File: src/rtl/panel_pkg.sv
package panel_pkg;

  // Dot clock: nominal pixel period and the half period made from aclk
  localparam int unsigned ACLK_PERIOD_NS = 10;
  localparam int unsigned DOT_PERIOD_NS = 30;
  // A half period is a least time, so it rounds up to whole aclk cycles
  localparam int unsigned DOT_HALF_CYC =
    (DOT_PERIOD_NS / 2 + ACLK_PERIOD_NS - 1) / ACLK_PERIOD_NS;

  // Line and frame composition, in dot clocks and line periods
  localparam int unsigned H_ACTIVE = 800;
  localparam int unsigned H_TOTAL = 1056;
  localparam int unsigned V_ACTIVE = 480;
  localparam int unsigned V_TOTAL = 525;
  localparam int unsigned HSYNC_MIN = 1;
  localparam int unsigned HSYNC_MAX = 40;
  localparam int unsigned VSYNC_MIN = 1;
  localparam int unsigned VSYNC_MAX = 20;

  // Data bus width and counter widths
  localparam int unsigned RGB_W = 24;
  localparam int unsigned HCNT_W = 11;
  localparam int unsigned VCNT_W = 10;

  // Register byte offsets on the control bus
  localparam logic [3:0] OFS_CTRL = 4'h0;
  localparam logic [3:0] OFS_HTIM = 4'h4;
  localparam logic [3:0] OFS_VTIM = 4'h8;
  localparam logic [3:0] OFS_STAT = 4'hC;

  // Control register fields
  localparam int unsigned CTRL_RUN = 0;
  localparam int unsigned CTRL_STANDBY_SEL = 1;
  localparam int unsigned CTRL_HPOL = 2;
  localparam int unsigned CTRL_VPOL = 3;
  localparam int unsigned CTRL_MODE_LSB = 4;

  // Timing register fields: sync width low, back porch high
  localparam int unsigned TIM_SYNC_LSB = 0;
  localparam int unsigned TIM_BACK_LSB = 16;

  // Status register fields
  localparam int unsigned STAT_RUN = 0;
  localparam int unsigned STAT_ACTIVE = 1;
  localparam int unsigned STAT_FRAME_LSB = 8;
  localparam int unsigned STAT_LINE_LSB = 16;

  // Values after reset
  localparam logic [31:0] CTRL_RST = 32'h0000_0000;
  localparam logic [5:0] HSYNC_RST = 6'h14;
  localparam logic [9:0] HBACK_RST = 10'h02E;
  localparam logic [5:0] VSYNC_RST = 6'h0A;
  localparam logic [9:0] VBACK_RST = 10'h017;

  // AXI response codes
  localparam logic [1:0] RESP_OKAY = 2'b00;
  localparam logic [1:0] RESP_SLVERR = 2'b10;

  // Colour depth on the data bus
  typedef enum logic [1:0] {MODE_24, MODE_18, MODE_16, MODE_RSVD} color_mode_t;

  // Place a 24-bit pixel on the low lines for the chosen depth
  function automatic logic [23:0] pack_pixel(input logic [23:0] px, input color_mode_t m);
    logic [23:0] r;
    r = px;
    unique case (m)
      MODE_18: r = {6'h00, px[23:18], px[15:10], px[7:2]};
      MODE_16: r = {8'h00, px[23:19], px[15:10], px[7:3]};
      default: r = px;
    endcase
    return r;
  endfunction : pack_pixel

endpackage : panel_pkg

File: src/rtl/rgb_link_if.sv
`timescale 1ns/10ps
interface rgb_link_if;
  // Pixel bus and control lines between driver and panel
  logic [23:0] rgb_data;
  logic dot_clock;
  logic standby_select;
  logic line_sync;
  logic frame_sync;
  logic pixel_valid_strobe;

  // Timing driver end
  modport driver (
    output rgb_data, dot_clock, standby_select, line_sync, frame_sync, pixel_valid_strobe
  );
  // Panel end
  modport panel (
    input rgb_data, dot_clock, standby_select, line_sync, frame_sync, pixel_valid_strobe
  );
endinterface : rgb_link_if

File: src/rtl/rgb_timing_drv.sv
`timescale 1ns/10ps
// What this block does
// - Driver supplies dot clock at 25 MHz (40 ns period)
// - Dot clock is a 50 percent square wave
// - Panel latches data and times on dot clock
// - 24 data lines plus five control lines
// - Standby select low means standby, high on
// - Line period totals 1056 dot clocks
// - Line sync width from 1 to 40
// - Back porch fills line to 1056 clocks
// - Horizontal porches centre the image
// - Horizontal timing fixed while display runs
// - Frame period totals 525 line periods
// - Frame sync width from 1 to 20 lines
// - Vertical back porch completes the frame
// - Vertical porches centre image, fixed while running
// - Frame sync starts every frame
// - Line sync starts every line
// - Active area 800 by 480 pixels
// - Red high, green middle, blue low byte
module rgb_timing_drv
  import panel_pkg::*;
#(
  parameter int unsigned HALF_CYC = DOT_HALF_CYC
) (
  // Clock and reset
  input wire logic aclk,
  input wire logic aresetn,
  // AXI4-Lite write address
  input wire logic [3:0] s_awaddr,
  input wire logic s_awvalid,
  output logic s_awready,
  // AXI4-Lite write data
  input wire logic [31:0] s_wdata,
  input wire logic [3:0] s_wstrb,
  input wire logic s_wvalid,
  output logic s_wready,
  // AXI4-Lite write response
  output logic [1:0] s_bresp,
  output logic s_bvalid,
  input wire logic s_bready,
  // AXI4-Lite read address
  input wire logic [3:0] s_araddr,
  input wire logic s_arvalid,
  output logic s_arready,
  // AXI4-Lite read data
  output logic [31:0] s_rdata,
  output logic [1:0] s_rresp,
  output logic s_rvalid,
  input wire logic s_rready,
  // Pixel source: pixel_in is taken while pixel_req is high
  input wire logic [23:0] pixel_in,
  output logic pixel_req,
  // Link to the panel
  rgb_link_if.driver link
);
  // Software registers
  logic [31:0] ctrl_r;
  logic [5:0] hsync_w_r;
  logic [9:0] hback_r;
  logic [5:0] vsync_w_r;
  logic [9:0] vback_r;
  // Bus handshake state
  logic aw_got_r;
  logic w_got_r;
  logic [3:0] awaddr_r;
  logic [31:0] wdata_r;
  // Dot clock divider and raster position
  logic [7:0] div_r;
  logic dot_r;
  logic fall_evt;
  logic [HCNT_W-1:0] h_r;
  logic [VCNT_W-1:0] v_r;
  logic [7:0] frame_cnt_r;
  logic run;
  logic h_act;
  logic v_act;
  logic [HCNT_W-1:0] h_act_lo;
  logic [VCNT_W-1:0] v_act_lo;
  color_mode_t mode;

  assign run = ctrl_r[CTRL_RUN];
  assign mode = color_mode_t'(ctrl_r[CTRL_MODE_LSB +: 2]);

  // Write channels are taken in either order, response after both
  assign s_awready = !aw_got_r && !s_bvalid;
  assign s_wready = !w_got_r && !s_bvalid;
  assign s_arready = !s_rvalid;

  // Write address and data capture
  always_ff @(posedge aclk) begin
    if (!aresetn) begin
      aw_got_r <= 1'b0;
      w_got_r <= 1'b0;
      awaddr_r <= 4'h0;
      wdata_r <= 32'h0000_0000;
    end else begin
      if (s_awvalid && s_awready) begin
        aw_got_r <= 1'b1;
        awaddr_r <= s_awaddr;
      end
      if (s_wvalid && s_wready) begin
        w_got_r <= 1'b1;
        wdata_r <= s_wdata;
      end
      if (aw_got_r && w_got_r) begin
        aw_got_r <= 1'b0;
        w_got_r <= 1'b0;
      end
    end
  end

  // Register update and write response
  always_ff @(posedge aclk) begin
    if (!aresetn) begin
      ctrl_r <= CTRL_RST;
      hsync_w_r <= HSYNC_RST;
      hback_r <= HBACK_RST;
      vsync_w_r <= VSYNC_RST;
      vback_r <= VBACK_RST;
      s_bvalid <= 1'b0;
      s_bresp <= RESP_OKAY;
    end else begin
      if (s_bvalid && s_bready) begin
        s_bvalid <= 1'b0;
      end
      if (aw_got_r && w_got_r) begin
        s_bvalid <= 1'b1;
        s_bresp <= RESP_OKAY;
        unique case (awaddr_r)
          OFS_CTRL: ctrl_r <= 32'(wdata_r[5:0]);
          OFS_HTIM: begin
            // Timing is frozen while running; illegal widths ignored
            if (!run && wdata_r[TIM_SYNC_LSB +: 6] >= 6'(HSYNC_MIN)
                && wdata_r[TIM_SYNC_LSB +: 6] <= 6'(HSYNC_MAX)
                && 11'(wdata_r[TIM_SYNC_LSB +: 6]) + 11'(wdata_r[TIM_BACK_LSB +: 10])
                   <= 11'(H_TOTAL - H_ACTIVE)) begin
              hsync_w_r <= wdata_r[TIM_SYNC_LSB +: 6];
              hback_r <= wdata_r[TIM_BACK_LSB +: 10];
            end
          end
          OFS_VTIM: begin
            if (!run && wdata_r[TIM_SYNC_LSB +: 6] >= 6'(VSYNC_MIN)
                && wdata_r[TIM_SYNC_LSB +: 6] <= 6'(VSYNC_MAX)
                // Sum kept at 11 bits so a large porch cannot wrap past the limit
                && 11'(wdata_r[TIM_SYNC_LSB +: 6]) + 11'(wdata_r[TIM_BACK_LSB +: 10])
                   <= 11'(V_TOTAL - V_ACTIVE)) begin
              vsync_w_r <= wdata_r[TIM_SYNC_LSB +: 6];
              vback_r <= wdata_r[TIM_BACK_LSB +: 10];
            end
          end
          OFS_STAT: s_bresp <= RESP_OKAY;
          default: s_bresp <= RESP_SLVERR;
        endcase
      end
    end
  end

  // Read response, one cycle after the address is taken
  always_ff @(posedge aclk) begin
    if (!aresetn) begin
      s_rvalid <= 1'b0;
      s_rdata <= 32'h0000_0000;
      s_rresp <= RESP_OKAY;
    end else begin
      if (s_rvalid && s_rready) begin
        s_rvalid <= 1'b0;
      end
      if (s_arvalid && s_arready) begin
        s_rvalid <= 1'b1;
        s_rresp <= RESP_OKAY;
        unique case (s_araddr)
          OFS_CTRL: s_rdata <= ctrl_r;
          OFS_HTIM: s_rdata <= {6'h00, hback_r, 10'h000, hsync_w_r};
          OFS_VTIM: s_rdata <= {6'h00, vback_r, 10'h000, vsync_w_r};
          OFS_STAT: s_rdata <= {6'h00, v_r, frame_cnt_r, 6'h00, h_act & v_act, run};
          default: begin
            s_rdata <= 32'h0000_0000;
            s_rresp <= RESP_SLVERR;
          end
        endcase
      end
    end
  end

  // Dot clock divider; equal halves give the square wave
  always_ff @(posedge aclk) begin
    if (!aresetn) begin
      div_r <= 8'h00;
      dot_r <= 1'b0;
    end else if (!run) begin
      // Clock parks low while stopped
      div_r <= 8'h00;
      dot_r <= 1'b0;
    end else if (div_r == 8'(HALF_CYC - 1)) begin
      div_r <= 8'h00;
      dot_r <= ~dot_r;
    end else begin
      div_r <= div_r + 8'h01;
    end
  end

  // Outputs move when the dot clock falls, far from the latch edge
  assign fall_evt = run && dot_r && div_r == 8'(HALF_CYC - 1);

  // Active window sits after sync plus back porch
  assign h_act_lo = HCNT_W'(hsync_w_r) + HCNT_W'(hback_r);
  assign v_act_lo = VCNT_W'(vsync_w_r) + vback_r;
  assign h_act = h_r >= h_act_lo && h_r < h_act_lo + HCNT_W'(H_ACTIVE);
  assign v_act = v_r >= v_act_lo && v_r < v_act_lo + VCNT_W'(V_ACTIVE);
  // Source pixel is consumed on the falling edge that puts it out
  assign pixel_req = fall_evt && h_act && v_act;

  // Raster counters: 1056 dots a line, 525 lines a frame
  always_ff @(posedge aclk) begin
    if (!aresetn) begin
      h_r <= '0;
      v_r <= '0;
      frame_cnt_r <= 8'h00;
    end else if (!run) begin
      h_r <= '0;
      v_r <= '0;
    end else if (fall_evt) begin
      if (h_r == HCNT_W'(H_TOTAL - 1)) begin
        h_r <= '0;
        if (v_r == VCNT_W'(V_TOTAL - 1)) begin
          v_r <= '0;
          frame_cnt_r <= frame_cnt_r + 8'h01;
        end else begin
          v_r <= v_r + 1'b1;
        end
      end else begin
        h_r <= h_r + 1'b1;
      end
    end
  end

  // Registered link outputs, updated on the falling dot edge
  always_ff @(posedge aclk) begin
    if (!aresetn) begin
      link.rgb_data <= 24'h00_0000;
      link.line_sync <= 1'b1;
      link.frame_sync <= 1'b1;
      link.pixel_valid_strobe <= 1'b0;
    end else if (!run) begin
      // Idle: syncs at inactive level, enable low
      link.line_sync <= ~ctrl_r[CTRL_HPOL];
      link.frame_sync <= ~ctrl_r[CTRL_VPOL];
      link.pixel_valid_strobe <= 1'b0;
    end else if (fall_evt) begin
      // Sync pulses open each line and frame, polarity from software
      link.line_sync <= (h_r < HCNT_W'(hsync_w_r)) ~^ ctrl_r[CTRL_HPOL];
      link.frame_sync <= (v_r < VCNT_W'(vsync_w_r)) ~^ ctrl_r[CTRL_VPOL];
      link.pixel_valid_strobe <= h_act && v_act;
      link.rgb_data <= (h_act && v_act) ? pack_pixel(pixel_in, mode) : 24'h00_0000;
    end
  end

  // Dot clock and standby select driven out
  always_ff @(posedge aclk) begin
    if (!aresetn) begin
      link.dot_clock <= 1'b0;
      link.standby_select <= 1'b0;
    end else begin
      // Pin takes the divider's next value, so it falls at the edge the data moves
      link.dot_clock <= run && (dot_r ^ (div_r == 8'(HALF_CYC - 1)));
      link.standby_select <= ctrl_r[CTRL_STANDBY_SEL];
    end
  end
endmodule : rgb_timing_drv

File: src/flat_wrapper.sv
// flat-port wrapper written by rule: the top's interface ports become plain ports
module rgb_timing_drv_flat import panel_pkg::*;
#(
  parameter int unsigned HALF_CYC = DOT_HALF_CYC
)
  (aclk, aresetn, s_awaddr, s_awvalid, s_awready, s_wdata, s_wstrb, s_wvalid, s_wready, s_bresp, s_bvalid, s_bready, s_araddr, s_arvalid, s_arready, s_rdata, s_rresp, s_rvalid, s_rready, pixel_in, pixel_req, link_rgb_data, link_dot_clock, link_standby_select, link_line_sync, link_frame_sync, link_pixel_valid_strobe);
  rgb_link_if link_i ();
  input wire logic aclk;
  input wire logic aresetn;
  input wire logic [3:0] s_awaddr;
  input wire logic s_awvalid;
  output logic s_awready;
  input wire logic [31:0] s_wdata;
  input wire logic [3:0] s_wstrb;
  input wire logic s_wvalid;
  output logic s_wready;
  output logic [1:0] s_bresp;
  output logic s_bvalid;
  input wire logic s_bready;
  input wire logic [3:0] s_araddr;
  input wire logic s_arvalid;
  output logic s_arready;
  output logic [31:0] s_rdata;
  output logic [1:0] s_rresp;
  output logic s_rvalid;
  input wire logic s_rready;
  input wire logic [23:0] pixel_in;
  output logic pixel_req;
  output wire logic [$bits(link_i.rgb_data)-1:0] link_rgb_data;
  output wire logic [$bits(link_i.dot_clock)-1:0] link_dot_clock;
  output wire logic [$bits(link_i.standby_select)-1:0] link_standby_select;
  output wire logic [$bits(link_i.line_sync)-1:0] link_line_sync;
  output wire logic [$bits(link_i.frame_sync)-1:0] link_frame_sync;
  output wire logic [$bits(link_i.pixel_valid_strobe)-1:0] link_pixel_valid_strobe;
  assign link_rgb_data = link_i.rgb_data;
  assign link_dot_clock = link_i.dot_clock;
  assign link_standby_select = link_i.standby_select;
  assign link_line_sync = link_i.line_sync;
  assign link_frame_sync = link_i.frame_sync;
  assign link_pixel_valid_strobe = link_i.pixel_valid_strobe;
  rgb_timing_drv #(.HALF_CYC(HALF_CYC)) u_core (.aclk(aclk), .aresetn(aresetn), .s_awaddr(s_awaddr), .s_awvalid(s_awvalid), .s_awready(s_awready), .s_wdata(s_wdata), .s_wstrb(s_wstrb), .s_wvalid(s_wvalid), .s_wready(s_wready), .s_bresp(s_bresp), .s_bvalid(s_bvalid), .s_bready(s_bready), .s_araddr(s_araddr), .s_arvalid(s_arvalid), .s_arready(s_arready), .s_rdata(s_rdata), .s_rresp(s_rresp), .s_rvalid(s_rvalid), .s_rready(s_rready), .pixel_in(pixel_in), .pixel_req(pixel_req), .link(link_i));
endmodule
File: config.mk
export PLATFORM = sky130hd
export DESIGN_NAME = rgb_timing_drv_flat
export DESIGN_NICKNAME = d
export VERILOG_FILES = /design/src/rtl/panel_pkg.sv /design/src/rtl/rgb_link_if.sv /design/src/rtl/rgb_timing_drv.sv /design/src/flat_wrapper.sv
export SDC_FILE = /design/constraint.sdc
export NUM_CORES = 1
export LEC_CHECK = 0
export ABC_AREA = 1
export BUFFER_PORTS_ARGS = -buffer_cell sky130_fd_sc_hd__buf_4
export CAP_MARGIN = 20
export CORE_MARGIN = 1.5
export CORE_UTILIZATION = 45
export DETAILED_ROUTE_END_ITERATION = 8
export MAX_ROUTING_LAYER = met4
export PLACE_DENSITY = 0.66
export SLEW_MARGIN = 10
export SYNTH_ARGS = -nofsm -noshare
export SYNTH_HDL_FRONTEND = slang
export SYNTH_SLANG_ARGS = --single-unit
File: constraint.sdc
create_clock -name aclk -period 4.85 [get_ports aclk]
set_input_delay 0.97 -clock aclk [delete_from_list [all_inputs] [get_ports aclk]]
set_output_delay 0.97 -clock aclk [all_outputs]
set_load 0.02 [all_outputs]
==> results.md <==
* Vertical extent of the die at 148 um
* Net load switching power at 0.832 mW
* Via count of the first global-routing pass at 8202
* Primary flip-flop cell chosen by synthesis mapping: sky130_fd_sc_hd__dfxtp_1
* Number of enable flip-flop cells after synthesis at 0
* Total negative setup slack at 0 ns
* Core ar. at 20400 um^2
* Type of the setup path with the least slack: flop to output port
* Total I/O pin count at 146
* Design area at roughly 11000 um^2
* Clock root buffer: sky130_fd_sc_hd__clkbuf_16
* Relative contribution of sequential cells to total power at 44.5%
* Worst Max-Slew Pin Slew at a little under 1 ns
* Sequential cell area in the final layout at between 3000 and 4000 um^2
* Power per Cell Area at 270 nW/um^2
* H-tree level count at 4
* Max Fanout on Critical Path at 3
* Start point of the critical path: u_core.vback_r[0]$_SDFFE_PN1P_
* Startpoint of the worst register-to-register path: u_core.vback_r[0]$_SDFFE_PN1P_
* Flip-flop and latch count after synthesis at 155
* CP most frequent cell: sky130_fd_sc_hd__ha_1
* DR WL/cell at around 14 um
* Share of layout cells above drive strength 1 at roughly 14%
* Largest stage delay, worst path at just under 0.4 ns
* Critical path destination: pixel_req
* Smallest hold slack at 0.463 ns
* Yosys top cell area share at 32.9%
* Total standard cell area after synthesis at 9420 um^2
* Most common cell in the synthesized netlist: sky130_fd_sc_hd__nand2_1
* Required time of the critical path at ~3.9 ns
* Die X at 148 um
* Post-route DRC violation count at 0
* Arrival time of the worst setup path at 3.65 ns
* Number of buffers added by the clock tree synthesis step at 17
* DRT Pass-1 Iters at 5
* Series of cell instances along the critical path: ha_1 > inv_1 > fa_2 > o31ai_4 > xor2_1 > ha_1 > nand3_1 > xor2_1 > ha_1 > a21o_1 > nor2_1 > nand2_1 > nor2_2 > nand2_2 > nor2_4 > nand2_2 > clkinv_2 > buf_4
* Die Area at 21800 um^2
* GRT Residual Overflow at 0
* Layout fillers at a little over 2000
* Commonest cells in the synthesized netlist: 342 x sky130_fd_sc_hd__nand2_1, 166 x sky130_fd_sc_hd__inv_1, 155 x sky130_fd_sc_hd__dfxtp_1
* Reg2Reg Capture Point: u_core.link.rgb_data[14]$_SDFFE_PN0P_
* Top cells by area, synth: sky130_fd_sc_hd__dfxtp_1 33%, sky130_fd_sc_hd__nand2_1 14%, sky130_fd_sc_hd__ha_1 9.3%, sky130_fd_sc_hd__a21oi_1 7.0%, sky130_fd_sc_hd__inv_1 6.6%
* Final period util at approximately 95%
* Fraction of the yosys area taken by sequential cells at 32.9%
* Switching power as a share of total power at 27.7%
* Count of distinct cell types in the synthesized netlist at 47
* Crit path capture type: output port
* Violation count after the first detailed-route iteration at around 570
* All-layer global routing usage at 23.7%
* Inserted Diodes at 0
* Reg2Reg Setup Slack at 1.26 ns
* Internal at 2.17 mW
* Pwr Total at roughly 3.0 mW
* Post-DP HPWL at ~19000 um
* P_leak at 5.06 nW
* Hold WC Path Type: flop to flop
* TritonCTS clock tree: yes
* Maximum number of pins on one net before global-route repair at 75
* Clock-pin transition on the worst setup and hold timing paths at 0.07 ns
* Port bufs at 115
* Post-synthesis async set-or-reset flop share at 0%
* Combinational Power Share at 11.1%
* Clock group share of total power at 44.4%
* Cell depth of the worst flop-to-flop path at 20
* Kind of start point of the critical path: flop
* Critical path's slowest cell: sky130_fd_sc_hd__fa_2
* Global-route wire length before repair at 40400 um
* Area of combinational cells with multiple inputs at 5470 um^2
* Status: finished, final reports clean
* Vias per Instance at 5.13
* Max-capacitance violation count at 0
* Routed wire length at 25100 um
* Nets@finish at 1617
* Antenna-violating nets left at 0
* Effective utilization at floorplan at 46.3%
* Number of setup violations in the final report at 0
* Placer Congestion at 0.916
* Post-synthesis area per instance at 6.88 um^2
* Final Critical Period at 4.62 ns
* Clock skew at 0.0123 ns
* Upper clock frequency limit at 216 MHz
* Area grow syn2layout at 17.7%
* Count of final max-slew check failures at 0
* Dominant cell type by area after synthesis: sky130_fd_sc_hd__dfxtp_1
* Synthesized instance count at 1369
* Total clock sinks at 155
* Std cell rows at 52
* Hold Fails Final Rpt at 0
* Maximum number of buffers from clock root to sink at 2
* Clk Latency, worst-skew pair at 0.43 ns
* Worst slew margin relative to its limit at 34.8%
* Initial antenna violation count at 0
* Placed inst area at 10400 um^2
* DR vias at 8993
* Worst vdd ir at ~0.23 mV
* Count of warnings emitted by yosys at 0
registers in the layout, summed over array words and instances (netlist names), 4 cells and up:
register	cells
u_core.ctrl_r	6
u_core.awaddr_r	4
u_core.wdata_r	16
u_core.frame_cnt_r	8
u_core.h_r	11
u_core.hsync_w_r	6
u_core.s_rdata	24
u_core.link.rgb_data	24
u_core.vback_r	10
u_core.v_r	10
u_core.div_r	8
u_core.hback_r	10
u_core.vsync_w_r	6
final cells by class:
| type | count | share of cell area (%) |
|---|---|---|
| clock inverters | 13 | 1.38 |
| well taps | 270 | 3.05 |
| flip-flops and latches | 155 | 28.0 |
| multi-input cells | 998 | 49.4 |
| inverters | 175 | 5.94 |
| clock buffers | 19 | 3.99 |
| repair buffers | 122 | 8.26 |
logic make-up after synthesis:
family,share of synthesized area [%]
and+or+nand+nor,29.7
AOI/OAI and AO/OA,14.6
buffers and inverters,9.89
DFF,32.9
adders and majority gates,9.93
xor gates and xnor gates,2.97
other,0.0398
power by group through the flow:
stage | registers, mW | logic, mW | clock network, mW
after floorplan | 1.36 | 0.226 | 0
after global placement | 1.36 | 0.329 | 0
after detailed placement | 1.36 | 0.332 | 0
after CTS | 1.33 | 0.334 | 1.36
after global routing | 1.34 | 0.375 | 1.41
final | 1.33 | 0.334 | 1.33
repair_timing:
item / 4_1_cts / 5_1_grt
hold buffers: 0 / 0
gates resized for setup: 2 / 13
endpoints found under the hold margin: 0 / 0
setup endpoints to repair: 1 / 1
pin swaps: 3 / 3
setup buffers: 3 / 1
worst min-delay path by stage:
stage                                                     from                                    end  slack (ns)  depth (start not counted)
after floorplan                  u_core.ctrl_r[1]$_SDFFE_PN0P_  u_core.link.standby_select$_SDFF_PN0_        0.42                          2
after global placement          u_core.vback_r[8]$_SDFFE_PN0P_         u_core.vback_r[8]$_SDFFE_PN0P_        0.45                          2
after detailed placement        u_core.vback_r[9]$_SDFFE_PN0P_         u_core.vback_r[9]$_SDFFE_PN0P_        0.45                          2
after CTS                        u_core.ctrl_r[1]$_SDFFE_PN0P_  u_core.link.standby_select$_SDFF_PN0_        0.46                          2
after global routing      u_core.link.rgb_data[0]$_SDFFE_PN0P_   u_core.link.rgb_data[0]$_SDFFE_PN0P_        0.48                          2
final                            u_core.ctrl_r[1]$_SDFFE_PN0P_  u_core.link.standby_select$_SDFF_PN0_        0.46                          2
layout by cell type (no fill, tap or decap), types with 3 or more instances in the layout:
cell | synthesis | layout
sky130_fd_sc_hd__nor3b_1 | 4 | 4
sky130_fd_sc_hd__o22ai_1 | 7 | 7
sky130_fd_sc_hd__o21ai_0 | 61 | 60
sky130_fd_sc_hd__o21ai_1 | 3 | 3
sky130_fd_sc_hd__o21a_1 | 6 | 6
sky130_fd_sc_hd__nor4_1 | 7 | 7
sky130_fd_sc_hd__nor2_4 | 5 | 5
sky130_fd_sc_hd__inv_1 | 166 | 166
sky130_fd_sc_hd__buf_4 | 12 | 122
sky130_fd_sc_hd__a21oi_1 | 132 | 131
sky130_fd_sc_hd__ha_1 | 70 | 68
sky130_fd_sc_hd__a21oi_2 | 2 | 3
sky130_fd_sc_hd__xnor2_1 | 10 | 10
sky130_fd_sc_hd__nor2_2 | 8 | 9
sky130_fd_sc_hd__nand3b_1 | 7 | 7
sky130_fd_sc_hd__nor3_1 | 24 | 24
sky130_fd_sc_hd__nand3_1 | 101 | 100
sky130_fd_sc_hd__conb_1 | 1 | 10
sky130_fd_sc_hd__dfxtp_2 | 0 | 3
sky130_fd_sc_hd__clkbuf_16 | 0 | 17
sky130_fd_sc_hd__xor2_1 | 22 | 20
sky130_fd_sc_hd__nand4_1 | 23 | 23
sky130_fd_sc_hd__o211ai_1 | 7 | 7
sky130_fd_sc_hd__nand2_1 | 342 | 342
sky130_fd_sc_hd__dfxtp_1 | 155 | 152
sky130_fd_sc_hd__inv_6 | 0 | 4
sky130_fd_sc_hd__nor2_1 | 99 | 98
sky130_fd_sc_hd__o221ai_1 | 18 | 18
sky130_fd_sc_hd__inv_2 | 7 | 7
sky130_fd_sc_hd__nand2_2 | 9 | 9
stage by stage:
step | setup WS [ns] | util, % | cells
final | 0.228 | 54.4 | 1752
after global routing | -0.0134 | 54.4 | 1752
after CTS | 0.0672 | 54.2 | 1751
after detailed placement | 0.322 | 51.1 | 1716
after global placement | 0.357 | 51.1 | 1716
after floorplan | 0.684 | - | 1378
metal layers:
layer | vias up | routed length, um | GRT usage [%]
li1 | 4706 | - | -
met3 | 40 | 920 | 4.14
met1 | 4051 | 11600 | 29.8
met5 | - | 0 | -
met4 | 0 | 679 | 7.70
met2 | 196 | 11800 | 38.8
critical path: cells and delay by family (launching register included):
kind,cells,cell delay (ns)
AND/OR/NAND/NOR,7,0.65
XOR/XNOR,2,0.43
buffers and inverters,3,0.29
adder cells (fa/ha/maj),4,1.08
flip-flops,1,0.35
AO/OA/AOI/OAI,2,0.41
No activity file was read; power rests on OpenSTA's default activity.
